==> config.mk <==
export PLATFORM = sky130hd
export DESIGN_NAME = lock_and_fuse_access_control
export DESIGN_NICKNAME = d
export VERILOG_FILES = /design/src/shared/lock_fuse_pkg.sv /design/src/design/lock_and_fuse_access_control.sv
export VERILOG_INCLUDE_DIRS = /design/src /design/src/shared
export SDC_FILE = /design/constraint.sdc
export NUM_CORES = 1
export LEC_CHECK = 0
export ABC_AREA = 1
export ABC_CLOCK_PERIOD_IN_PS = 3200
export BUFFER_PORTS_ARGS = -buffer_cell sky130_fd_sc_hd__buf_2
export CORE_ASPECT_RATIO = 0.7
export CORE_MARGIN = 10
export CORE_UTILIZATION = 45
export CTS_BUF_LIST = sky130_fd_sc_hd__clkbuf_16
export DETAILED_ROUTE_END_ITERATION = 12
export GPL_TIMING_DRIVEN = 1
export PLACE_DENSITY = 0.86
export SLEW_MARGIN = 25
export SYNTH_ARGS = -nofsm -noshare
export SYNTH_HDL_FRONTEND = slang
export SYNTH_SLANG_ARGS = --single-unit
export TNS_END_PERCENT = 10
==> constraint.sdc <==
create_clock -name clk_sys -period 3.2 [get_ports clk_sys]
set_input_delay 0.48 -clock clk_sys [delete_from_list [all_inputs] [get_ports clk_sys]]
set_output_delay 0.48 -clock clk_sys [all_outputs]
set_load 0.05 [all_outputs]
==> src/shared/lock_fuse_consts.svh <==
// Offsets, field positions, key values and codes of the lock and fuse block
`ifndef LOCK_FUSE_CONSTS_SVH
`define LOCK_FUSE_CONSTS_SVH
`define LOCK_KEY_OPEN 8'hc5
`define LOCK_OFS 4'h0
`define FUSE_COUNT 9
`define FUSE_OFS_WATCHDOG 4'h0
`define FUSE_OFS_BROWNOUT 4'h1
`define FUSE_OFS_OSCILLATOR 4'h2
`define FUSE_OFS_SYSTEM_A 4'h5
`define FUSE_OFS_SYSTEM_B 4'h6
`define FUSE_OFS_APP_END 4'h7
`define FUSE_OFS_BOOT_END 4'h8
`define WD_WINDOW_MSB 7
`define WD_WINDOW_LSB 4
`define WD_PERIOD_MSB 3
`define WD_PERIOD_LSB 0
`define BO_LEVEL_MSB 7
`define BO_LEVEL_LSB 5
`define BO_SAMPLE_BIT 4
`define BO_ACTIVE_MSB 3
`define BO_ACTIVE_LSB 2
`define BO_SLEEP_MSB 1
`define BO_SLEEP_LSB 0
`define SYSA_KEEP_EEPROM_BIT 0
`define INVALID_DATA 8'hff
`define CS_STATUS_LOCKED_BIT 0
`define CS_STATUS_READY_BIT 1
`endif

==> src/shared/lock_fuse_pkg.sv <==
// Types shared by the lock and fuse access control block
`include "lock_fuse_consts.svh"
package lock_fuse_pkg;
   typedef enum logic [3:0] {
      space_sram = 4'h0,
      space_regs = 4'h1,
      space_flash = 4'h2,
      space_eeprom = 4'h3,
      space_user_row = 4'h4,
      space_sig_row = 4'h5,
      space_fuse = 4'h6,
      space_lock = 4'h7,
      space_ctrl_status = 4'h8
   } space_t;
   typedef enum logic [1:0] {
      cmd_read = 2'h0,
      cmd_write = 2'h1,
      cmd_fuse_write = 2'h2,
      cmd_full_erase = 2'h3
   } dbg_cmd_t;
   typedef struct packed {
      dbg_cmd_t cmd;
      space_t space;
      logic [15:0] addr;
      logic [7:0] wdata;
   } dbg_req_t;
   typedef struct packed {
      logic write;
      space_t space;
      logic [15:0] addr;
      logic [7:0] wdata;
   } mem_req_t;
   typedef struct packed {
      logic valid;
      space_t space;
      logic [7:0] addr;
      logic [7:0] data;
   } nv_wr_t;
   typedef struct packed {
      logic flash;
      logic eeprom;
   } erase_t;
   typedef struct packed {
      logic [3:0] wd_window;
      logic [3:0] wd_period;
      logic [2:0] bo_level;
      logic bo_sample_rate;
      logic [1:0] bo_active;
      logic [1:0] bo_sleep;
      logic [7:0] oscillator;
      logic [7:0] system_a;
      logic [7:0] system_b;
      logic [7:0] app_end;
      logic [7:0] boot_end;
   } fuse_cfg_t;
   typedef logic [`FUSE_COUNT-1:0][7:0] fuse_array_t;
endpackage : lock_fuse_pkg

==> src/design/lock_and_fuse_access_control.sv <==
// Lock-key access gate for the debug port and fuse transfer at start-up
`include "lock_fuse_consts.svh"

module lock_and_fuse_access_control (
   input wire logic clk_sys,
   input wire logic reset_n,
   // Nonvolatile cells, same clock domain, never reset here
   input wire lock_fuse_pkg::fuse_array_t fuse_nv,
   input wire logic [7:0] lock_nv,
   // Debug port request and answer
   input wire logic dbg_req_valid,
   output logic dbg_req_ready,
   input wire lock_fuse_pkg::dbg_req_t dbg_req,
   output logic dbg_resp_valid,
   output logic [7:0] dbg_rdata,
   // System bus toward the memories
   output logic mem_req_valid,
   output lock_fuse_pkg::mem_req_t mem_req,
   input wire logic mem_ack,
   input wire logic [7:0] mem_rdata,
   // Nonvolatile write and erase commands
   output lock_fuse_pkg::nv_wr_t nv_wr,
   output lock_fuse_pkg::erase_t erase_cmd,
   // Processor view of fuses and write gate
   input wire logic [3:0] cpu_fuse_addr,
   output logic [7:0] cpu_fuse_rdata,
   input wire logic cpu_wr_valid,
   input wire lock_fuse_pkg::space_t cpu_wr_space,
   output logic cpu_wr_grant,
   // Configured peripheral fields and status
   output lock_fuse_pkg::fuse_cfg_t fuse_cfg,
   output logic startup_done,
   output logic device_locked
);

   typedef enum logic [3:0] {
      st_load = 4'b0001,
      st_idle = 4'b0010,
      st_mem = 4'b0100,
      st_resp = 4'b1000
   } state_t;

   state_t state_ff;
   state_t nxt_state;
   logic locked_ff;
   logic done_ff;
   lock_fuse_pkg::fuse_cfg_t cfg_ff;
   lock_fuse_pkg::mem_req_t mem_req_ff;
   lock_fuse_pkg::nv_wr_t nv_wr_ff;
   lock_fuse_pkg::nv_wr_t nxt_nv_wr;
   lock_fuse_pkg::erase_t erase_ff;
   lock_fuse_pkg::erase_t nxt_erase;
   logic [7:0] rdata_ff;
   logic [7:0] nxt_rdata;
   logic resp_ff;
   logic [7:0] cpu_rdata_ff;
   logic accept;
   logic to_mem;
   logic internal_rd;

   // Fuse byte at an offset; offsets at or past FUSE_COUNT read as ones
   function automatic logic [7:0] fuse_at(
      input lock_fuse_pkg::fuse_array_t arr,
      input logic [3:0] ofs
   );
      logic [7:0] val;
      val = 8'hff;
      if (ofs < 4'(`FUSE_COUNT)) begin
         val = arr[ofs];
      end
      return val;
   endfunction : fuse_at

   // Spaces that sit behind the system bus
   function automatic logic bus_space(input lock_fuse_pkg::space_t sp);
      return (sp == lock_fuse_pkg::space_sram) ||
             (sp == lock_fuse_pkg::space_regs) ||
             (sp == lock_fuse_pkg::space_flash) ||
             (sp == lock_fuse_pkg::space_eeprom) ||
             (sp == lock_fuse_pkg::space_user_row);
   endfunction : bus_space

   // Processor may never write the signature row or any fuse
   function automatic logic cpu_writable(input lock_fuse_pkg::space_t sp);
      return bus_space(sp);
   endfunction : cpu_writable

   assign accept = (state_ff == st_idle) && dbg_req_valid;
   assign dbg_req_ready = (state_ff == st_idle);

   // Debug access that needs the system bus; none of it while locked
   assign to_mem = !locked_ff && bus_space(dbg_req.space) &&
      ((dbg_req.cmd == lock_fuse_pkg::cmd_read) ||
       (dbg_req.cmd == lock_fuse_pkg::cmd_write));

   assign internal_rd = (dbg_req.cmd == lock_fuse_pkg::cmd_read) &&
      !to_mem;

   always_comb begin
      nxt_state = state_ff;
      unique case (state_ff)
         st_load: nxt_state = st_idle;
         st_idle: begin
            if (accept) begin
               nxt_state = to_mem ? st_mem : st_resp;
            end
         end
         st_mem: begin
            if (mem_ack) begin
               nxt_state = st_resp;
            end
         end
         st_resp: nxt_state = st_idle;
      endcase
   end

   always_ff @(posedge clk_sys or negedge reset_n) begin
      if (!reset_n) begin
         state_ff <= st_load;
      end else begin
         state_ff <= nxt_state;
      end
   end

   // Lock state: safe value locked until the fuse has been decoded
   always_ff @(posedge clk_sys or negedge reset_n) begin
      if (!reset_n) begin
         locked_ff <= 1'b1;
      end else if (state_ff == st_load) begin
         locked_ff <= (lock_nv != `LOCK_KEY_OPEN);
      end else if (accept &&
                   dbg_req.cmd == lock_fuse_pkg::cmd_full_erase) begin
         locked_ff <= 1'b0;
      end
   end

   // Fuse copy happens once per reset, so later writes wait for a reset
   always_ff @(posedge clk_sys or negedge reset_n) begin
      if (!reset_n) begin
         cfg_ff <= '0;
      end else if (state_ff == st_load) begin
         cfg_ff.wd_window <= fuse_nv[`FUSE_OFS_WATCHDOG]
            [`WD_WINDOW_MSB:`WD_WINDOW_LSB];
         cfg_ff.wd_period <= fuse_nv[`FUSE_OFS_WATCHDOG]
            [`WD_PERIOD_MSB:`WD_PERIOD_LSB];
         cfg_ff.bo_level <= fuse_nv[`FUSE_OFS_BROWNOUT]
            [`BO_LEVEL_MSB:`BO_LEVEL_LSB];
         cfg_ff.bo_sample_rate <= fuse_nv[`FUSE_OFS_BROWNOUT]
            [`BO_SAMPLE_BIT];
         cfg_ff.bo_active <= fuse_nv[`FUSE_OFS_BROWNOUT]
            [`BO_ACTIVE_MSB:`BO_ACTIVE_LSB];
         cfg_ff.bo_sleep <= fuse_nv[`FUSE_OFS_BROWNOUT]
            [`BO_SLEEP_MSB:`BO_SLEEP_LSB];
         cfg_ff.oscillator <= fuse_nv[`FUSE_OFS_OSCILLATOR];
         cfg_ff.system_a <= fuse_nv[`FUSE_OFS_SYSTEM_A];
         cfg_ff.system_b <= fuse_nv[`FUSE_OFS_SYSTEM_B];
         cfg_ff.app_end <= fuse_nv[`FUSE_OFS_APP_END];
         cfg_ff.boot_end <= fuse_nv[`FUSE_OFS_BOOT_END];
      end
   end

   // Start-up ends after the single load cycle
   always_ff @(posedge clk_sys or negedge reset_n) begin
      if (!reset_n) begin
         done_ff <= 1'b0;
      end else if (state_ff == st_load) begin
         done_ff <= 1'b1;
      end
   end

   // Read data: internal answers and filler for refused reads
   always_comb begin
      nxt_rdata = `INVALID_DATA;
      if (dbg_req.space == lock_fuse_pkg::space_ctrl_status) begin
         nxt_rdata = 8'h00;
         nxt_rdata[`CS_STATUS_LOCKED_BIT] = locked_ff;
         nxt_rdata[`CS_STATUS_READY_BIT] = done_ff;
      end else if (!locked_ff) begin
         if (dbg_req.space == lock_fuse_pkg::space_fuse) begin
            nxt_rdata = fuse_at(fuse_nv, dbg_req.addr[3:0]);
         end else if (dbg_req.space == lock_fuse_pkg::space_lock) begin
            nxt_rdata = lock_nv;
         end
      end
   end

   always_ff @(posedge clk_sys or negedge reset_n) begin
      if (!reset_n) begin
         rdata_ff <= 8'h00;
      end else if (accept && internal_rd) begin
         rdata_ff <= nxt_rdata;
      end else if (state_ff == st_mem && mem_ack) begin
         rdata_ff <= mem_rdata;
      end
   end

   always_ff @(posedge clk_sys or negedge reset_n) begin
      if (!reset_n) begin
         resp_ff <= 1'b0;
      end else begin
         resp_ff <= (nxt_state == st_resp) && (state_ff != st_resp);
      end
   end

   always_ff @(posedge clk_sys or negedge reset_n) begin
      if (!reset_n) begin
         mem_req_ff <= '0;
      end else if (accept && to_mem) begin
         mem_req_ff.write <= (dbg_req.cmd == lock_fuse_pkg::cmd_write);
         mem_req_ff.space <= dbg_req.space;
         mem_req_ff.addr <= dbg_req.addr;
         mem_req_ff.wdata <= dbg_req.wdata;
      end
   end

   // Nonvolatile writes and erase; fuses keep their own content otherwise
   always_comb begin
      nxt_nv_wr = '0;
      nxt_erase = '0;
      if (accept) begin
         unique case (dbg_req.cmd)
            lock_fuse_pkg::cmd_fuse_write: begin
               // User row stays writable even when locked
               if (dbg_req.space == lock_fuse_pkg::space_user_row ||
                   (!locked_ff &&
                    (dbg_req.space == lock_fuse_pkg::space_fuse ||
                     dbg_req.space == lock_fuse_pkg::space_lock))) begin
                  nxt_nv_wr.valid = 1'b1;
                  nxt_nv_wr.space = dbg_req.space;
                  nxt_nv_wr.addr = dbg_req.addr[7:0];
                  nxt_nv_wr.data = dbg_req.wdata;
               end
            end
            lock_fuse_pkg::cmd_full_erase: begin
               nxt_erase.flash = 1'b1;
               nxt_erase.eeprom = locked_ff ||
                  !fuse_nv[`FUSE_OFS_SYSTEM_A][`SYSA_KEEP_EEPROM_BIT];
               // Erase reopens the part; user row is not touched
               nxt_nv_wr.valid = 1'b1;
               nxt_nv_wr.space = lock_fuse_pkg::space_lock;
               nxt_nv_wr.addr = 8'(`LOCK_OFS);
               nxt_nv_wr.data = `LOCK_KEY_OPEN;
            end
            default: begin
               nxt_nv_wr = '0;
            end
         endcase
      end
   end

   always_ff @(posedge clk_sys or negedge reset_n) begin
      if (!reset_n) begin
         nv_wr_ff <= '0;
      end else begin
         nv_wr_ff <= nxt_nv_wr;
      end
   end

   always_ff @(posedge clk_sys or negedge reset_n) begin
      if (!reset_n) begin
         erase_ff <= '0;
      end else begin
         erase_ff <= nxt_erase;
      end
   end

   // Processor path is never gated by the lock
   // Registered so the processor sees a settled byte, one cycle late
   always_ff @(posedge clk_sys or negedge reset_n) begin
      if (!reset_n) begin
         cpu_rdata_ff <= 8'h00;
      end else if (cpu_fuse_addr == `LOCK_OFS + 4'(`FUSE_COUNT)) begin
         cpu_rdata_ff <= lock_nv;
      end else begin
         cpu_rdata_ff <= fuse_at(fuse_nv, cpu_fuse_addr);
      end
   end

   assign cpu_fuse_rdata = cpu_rdata_ff;
   assign cpu_wr_grant = cpu_wr_valid && cpu_writable(cpu_wr_space);

   assign mem_req_valid = (state_ff == st_mem);
   assign mem_req = mem_req_ff;
   assign nv_wr = nv_wr_ff;
   assign erase_cmd = erase_ff;
   assign dbg_resp_valid = resp_ff;
   assign dbg_rdata = rdata_ff;
   assign fuse_cfg = cfg_ff;
   assign startup_done = done_ff;
   assign device_locked = locked_ff;

endmodule : lock_and_fuse_access_control

; ---- After elaboration in Yosys (flattened, before gate mapping)
; Cells that the tools add are included.
[totals]
latchBits = 0
output_inout_bits = 130
mem_bits_rw = 0
romBits = 0
elab_cells = 109
n_memories = 0
in_bits = 131
ff_bits = 131
[op_classes]
n_reduce_logical = 32
order_cmp = 4
eq_ne = 22
bitwise = 0
add_sub_neg = 0
n_shift = 0
mul = 0
mux = 24
div = 0
[ops]
columns = cell, n
row1 = 2-to-1 mux 8 bit, 11
row2 = binary-select mux 8 bit (select 4 bit), 2
row3 = 2-to-1 mux 21 bit, 2
row4 = case mux 21 bit (2 select lines), 1
row5 = "equality test 4 x 2 -> 1 bit, second input constant", 5
row6 = "equality test 4 x 3 -> 1 bit, second input constant", 5
row7 = "equality test 4 bit, second input constant", 4
row8 = "equality test 4 x 1 -> 1 bit, second input constant", 3
row9 = logical OR 1 bit, 12
row10 = 2-to-1 mux 4 bit, 3
row11 = case mux 4 bit (3 select lines), 1
row12 = logical AND 1 bit, 11
row13 = "< comparator 4 x 5 -> 1 bit, second input constant", 2
row14 = logical NOT 4 bit, 2
row15 = "< comparator 4 bit, second input constant", 2
row16 = "inequality test 8 bit, second input constant", 1
row17 = "equality test 2 bit, second input constant", 2
row18 = 2-to-1 mux 2 bit, 2
row19 = "inequality test 4 bit, second input constant", 1
row20 = nonzero test 2 bit, 2
row21 = logical NOT 1 bit, 3
row22 = "equality test 2 x 1 -> 1 bit, second input constant", 1
row23 = logical NOT 2 bit, 1
row24 = 2-to-1 mux 1 bit, 2
row25 = OR reduction 2 bit, 1

; ---- Logic depth before layout (Yosys ltp)
[depth]
word_depth = 12
mapped_depth = 11
depth_no_buf = 10

; ---- Least setup slack after synthesis
; Ideal clock, no wire load.
[synth_path]
kind = flip-flop to output port
startpoint = register state_ff[3]
endpoint = output dbg_req_ready
required_ps = 2720
stages_incl_launch_ff = 4
path_buffers = 0
setup_slack_ps = 1056
t_arrival_ps = 1664
cell_sequence = dfrtp_1 nor2_2 inv_1 nor3_1
[synth_via]
elab_chain_cells = 1
[synth_rtl]
columns = element, line_no
row1 = from (decl), lock_and_fuse_access_control.sv:43  ; state_t state_ff;
row2 = from (signal assigned), lock_and_fuse_access_control.sv:119  ; state_ff <= st_load;
row3 = from (signal assigned), lock_and_fuse_access_control.sv:121  ; state_ff <= nxt_state;
row4 = equality test 4 x 2 -> 1 bit, lock_and_fuse_access_control.sv:89  ; assign dbg_req_ready = (state_ff == st_idle);
row5 = to (decl), lock_and_fuse_access_control.sv:12  ; output logic dbg_req_ready,
; Every way passes these cells.

; ---- Worst setup path after layout
[layout_path]
startpoint = register state_ff[2]
endpoint = register mem_req_ff (netlist bit mem_req[10])
[layout_via]
elab_chain_cells = 3
[layout_rtl]
columns = element, line_no
row1 = equality test 4 x 2 -> 1 bit, lock_and_fuse_access_control.sv:88  ; assign accept = (state_ff == st_idle) && dbg_req_valid;
row2 = logical AND 1 bit, lock_and_fuse_access_control.sv:88
row3 = logical AND 1 bit, lock_and_fuse_access_control.sv:208  ; end else if (accept && to_mem) begin
row4 = to (decl), lock_and_fuse_access_control.sv:48  ; lock_fuse_pkg::mem_req_t mem_req_ff;
; Every way passes these cells.
; A chain may end at the register's enable or synchronous reset.

==> summary.md <==
| Metric | Value |
|---|---|
| Vias | 6764 |
| Post-synth ARST share | 100% |
| Die X | 163 um |
| Main synth FF type | dfrtp_1 |
| CP Launch Type | flip-flop |
| Most frequent cell after synthesis | nand2_1 |
| Setup_tns | 0 ns |
| Clk buf depth | 2 |
| Period utilisation layout | 66.3% |
| Fin worst setup slack | 1.08 ns |
| Die ar. | 19700 um^2 |
| Post-synth top cells | 227 x nand2_1, 129 x dfrtp_1, 76 x inv_1 |
| Drt initial violations | 831 |
| Cell area power density | 720 nW/um^2 |
| Residual DRC | 0 |
| #FFs+latches synth | 131 |
| Number of synthesized flops with an enable pin | 0 |
| Largest net degree at the start of global routing | 83 |
| Synth area leaders | dfrtp_1 50%, nand2_1 13%, o21ai_0 5.8%, nand3_1 5.2%, inv_1 4.4% |
| Hold Buf Count CTS | 0 |
| Hold Violations, Final | 0 |
| Status | finished, final reports clean |
| Overflow after GRT | 0 |
| Critical path class | flip-flop to flip-flop |
| Leak | 4.49 nW |
| Post-Syn Area | 6480 um^2 |
| All-layer global routing usage | 24.8% |
| Cell taking the most area after synthesis | dfrtp_1 |
| Post-Synthesis Cells | 794 |
| # setup viols final | 0 |
| Initial core utilization | 46.3% |
| Yosys warning count | 0 |
| Count of final max-slew check failures | 0 |
| Tot Pwr | 6.11 mW |
| Initial antenna violation count | 4 |
| Post-route ant nets | 0 |
| Routed WL | 25000 um |
| Maximum vdd drop | 0.526 mV |
| I/O Buffers | 260 |
| Die extent in y | 120 um |
| Worst-path fanout max | 28 |
| Core area | 14000 um^2 |
| Final #Nets | 1169 |
| Post-CTS setup buffer count | 0 |
| Post-route minimum period | 2.12 ns |
| Area share of the largest cell type after synthesis | 49.8% |
| Synthesized Nets | 925 |
| Placer Congestion | 1.02 |
| Critical path capture point type | flip-flop |
| Post-Route Skew | 0.00815 ns |
| Post-DP HPWL | 19400 um |
| Slew margin rel. | 46.8% |
| Netlist cell types | 39 |
| Fmax | 0.471 GHz |
| Maximum capacitance violations | 0 |
| Sink Count | 131 |
| FF-to-FF setup slack | 1.08 ns |
| CTS root buf | clkbuf_16 |
| Critical path arrival | 2.45 ns |
| Share of cells above drive strength 1 | 32.7% |
| Htree depth | 4 |
| 1st-pass router iterations | 6 |
| Worst Tran Pin Value | 0.797 ns |
| Synthesis-to-finish area growth | 31.0% |
| # IOs | 261 |
| Worst-skew pair later-pin latency | 0.42 ns |
| Avg WL per Cell | 20.1 um |
| CTS tree | yes |
| Sequential area share after synthesis | 50.6% |
| Syn_area_per_cell | 8.16 um^2 |
| First-pass GRT wire length | 38100 um |
| CTS clk-pin slew, worst paths | 0.06 ns |
| DR vias/cell | 5.44 |
| Standard-cell rows | 36 |
| Vias in the first global route | 6718 |
| HP Class | primary input to async pin |
| Place WS | 0.931 ns |
| CTS Buf Count | 17 |
| WP data required | 3.53 ns |
| Post-cts resize count | 0 |
| RSZ-0062 raised after global routing | no |
==> cell usage in the layout, fill, tap and decap left out, types with 3 or more instances in the layout <==
| cell type | netlist | final |
|---|---|---|
| buf_4 | 3 | 5 |
| o221ai_1 | 13 | 13 |
| a21oi_2 | 5 | 5 |
| clkbuf_16 | 0 | 17 |
| bufinv_16 | 0 | 4 |
| nand3_1 | 67 | 66 |
| buf_2 | 18 | 259 |
| nor2_1 | 46 | 46 |
| nor2_2 | 4 | 4 |
| dfrtp_1 | 129 | 129 |
| nand2_1 | 227 | 227 |
| a211oi_1 | 3 | 3 |
| inv_1 | 76 | 77 |
| a21oi_1 | 47 | 47 |
| o211ai_1 | 8 | 8 |
| mux2_2 | 18 | 18 |
| o21ai_0 | 75 | 75 |
| inv_2 | 6 | 6 |
| nor3_1 | 5 | 5 |
| clkinvlp_4 | 0 | 4 |
| clkinv_1 | 1 | 3 |
| nand2_2 | 3 | 3 |
==> path summary, 6_finish.rpt <==
kind                                           from                  endpoint  cells after the start
setup / recovery              state_ff[2]$_DFF_PN0_   mem_req[10]$_DFFE_PN0P_                      6
hold / removal                              reset_n  dbg_rdata[2]$_DFFE_PN0P_                      1
setup reg to reg              state_ff[2]$_DFF_PN0_   mem_req[10]$_DFFE_PN0P_                      6
hold reg to reg            fuse_cfg[51]$_DFFE_PN0P_  fuse_cfg[51]$_DFFE_PN0P_                      2
max in group asynchronous                   reset_n  fuse_cfg[10]$_DFFE_PN0P_                      2
min in group clk_sys                    dbg_req[23]   mem_req[23]$_DFFE_PN0P_                      2
==> report_power, final <==
part           total [mW]  internal, mW  leakage, nW  switching, mW
sequential           2.05          1.91         1.45          0.145
clock                2.05          1.30        0.292          0.757
combinational        2.00         0.487         2.75           1.51
total                6.11          3.69         4.49           2.42
==> final cells by class <==
| cell class | count | area [um^2] |
|---|---|---|
| clock inverters | 15 | 189 |
| multi-input cells | 539 | 2670 |
| well taps | 190 | 238 |
| flip-flops and latches | 131 | 3280 |
| fillers | 1241 | 5520 |
| diodes | 2 | 5.00 |
| inverters | 83 | 312 |
| clock buffers | 17 | 425 |
| repair buffers | 266 | 1370 |
==> metrics by stage <==
| stage | util (%) | area (um^2) | cells | hold WS, ns |
|---|---|---|---|---|
| floorplan | - | 6480 | 794 | 0.184 |
| global placement | 56.2 | 7870 | 1209 | 0.459 |
| detailed placement | 56.2 | 7870 | 1209 | 0.460 |
| CTS | 60.6 | 8480 | 1241 | 0.140 |
| global route | 60.6 | 8490 | 1242 | 0.159 |
| finish | 60.6 | 8490 | 1243 | 0.0980 |
==> routing by layer <==
metal | routed length [um] | vias to the layer above | global-route usage, %
met5 | 21 | - | 0
met4 | 595 | 4 | 7.81
met3 | 3420 | 65 | 10.0
met2 | 10600 | 454 | 36.7
met1 | 10400 | 3149 | 32.5
li1 | - | 3092 | -
==> state kept, by name, indices dropped and copies added (netlist names) <==
signal          cells
cpu_fuse_rdata      8
mem_req            29
nv_wr              21
dbg_resp_valid      1
device_locked       1
fuse_cfg           56
dbg_rdata           8
erase_cmd           2
state_ff            4
startup_done        1
==> cells by family (layout without fill, tap and decap cells) <==
kind of cell | count (synthesis) | after routing | share of synthesized area [%]
and+or+nand+nor | 362 | 362 | 23.7
AOI/OAI and AO/OA | 156 | 156 | 13.7
DFF | 131 | 131 | 50.6
buffers and inverters | 124 | 381 | 8.32
muxes | 20 | 20 | 3.59
other | 1 | 3 | 0.0579
==> critical path, stage by stage, from the launching register on <==
cell	delay [ns]
dfrtp_1	0.42
nor2_2	0.23
nand3_4	0.20
nor2_4	0.67
buf_4	0.30
nor2_1	0.06
a21oi_1	0.14
Note: power is estimated with default switching activity, not from simulation.
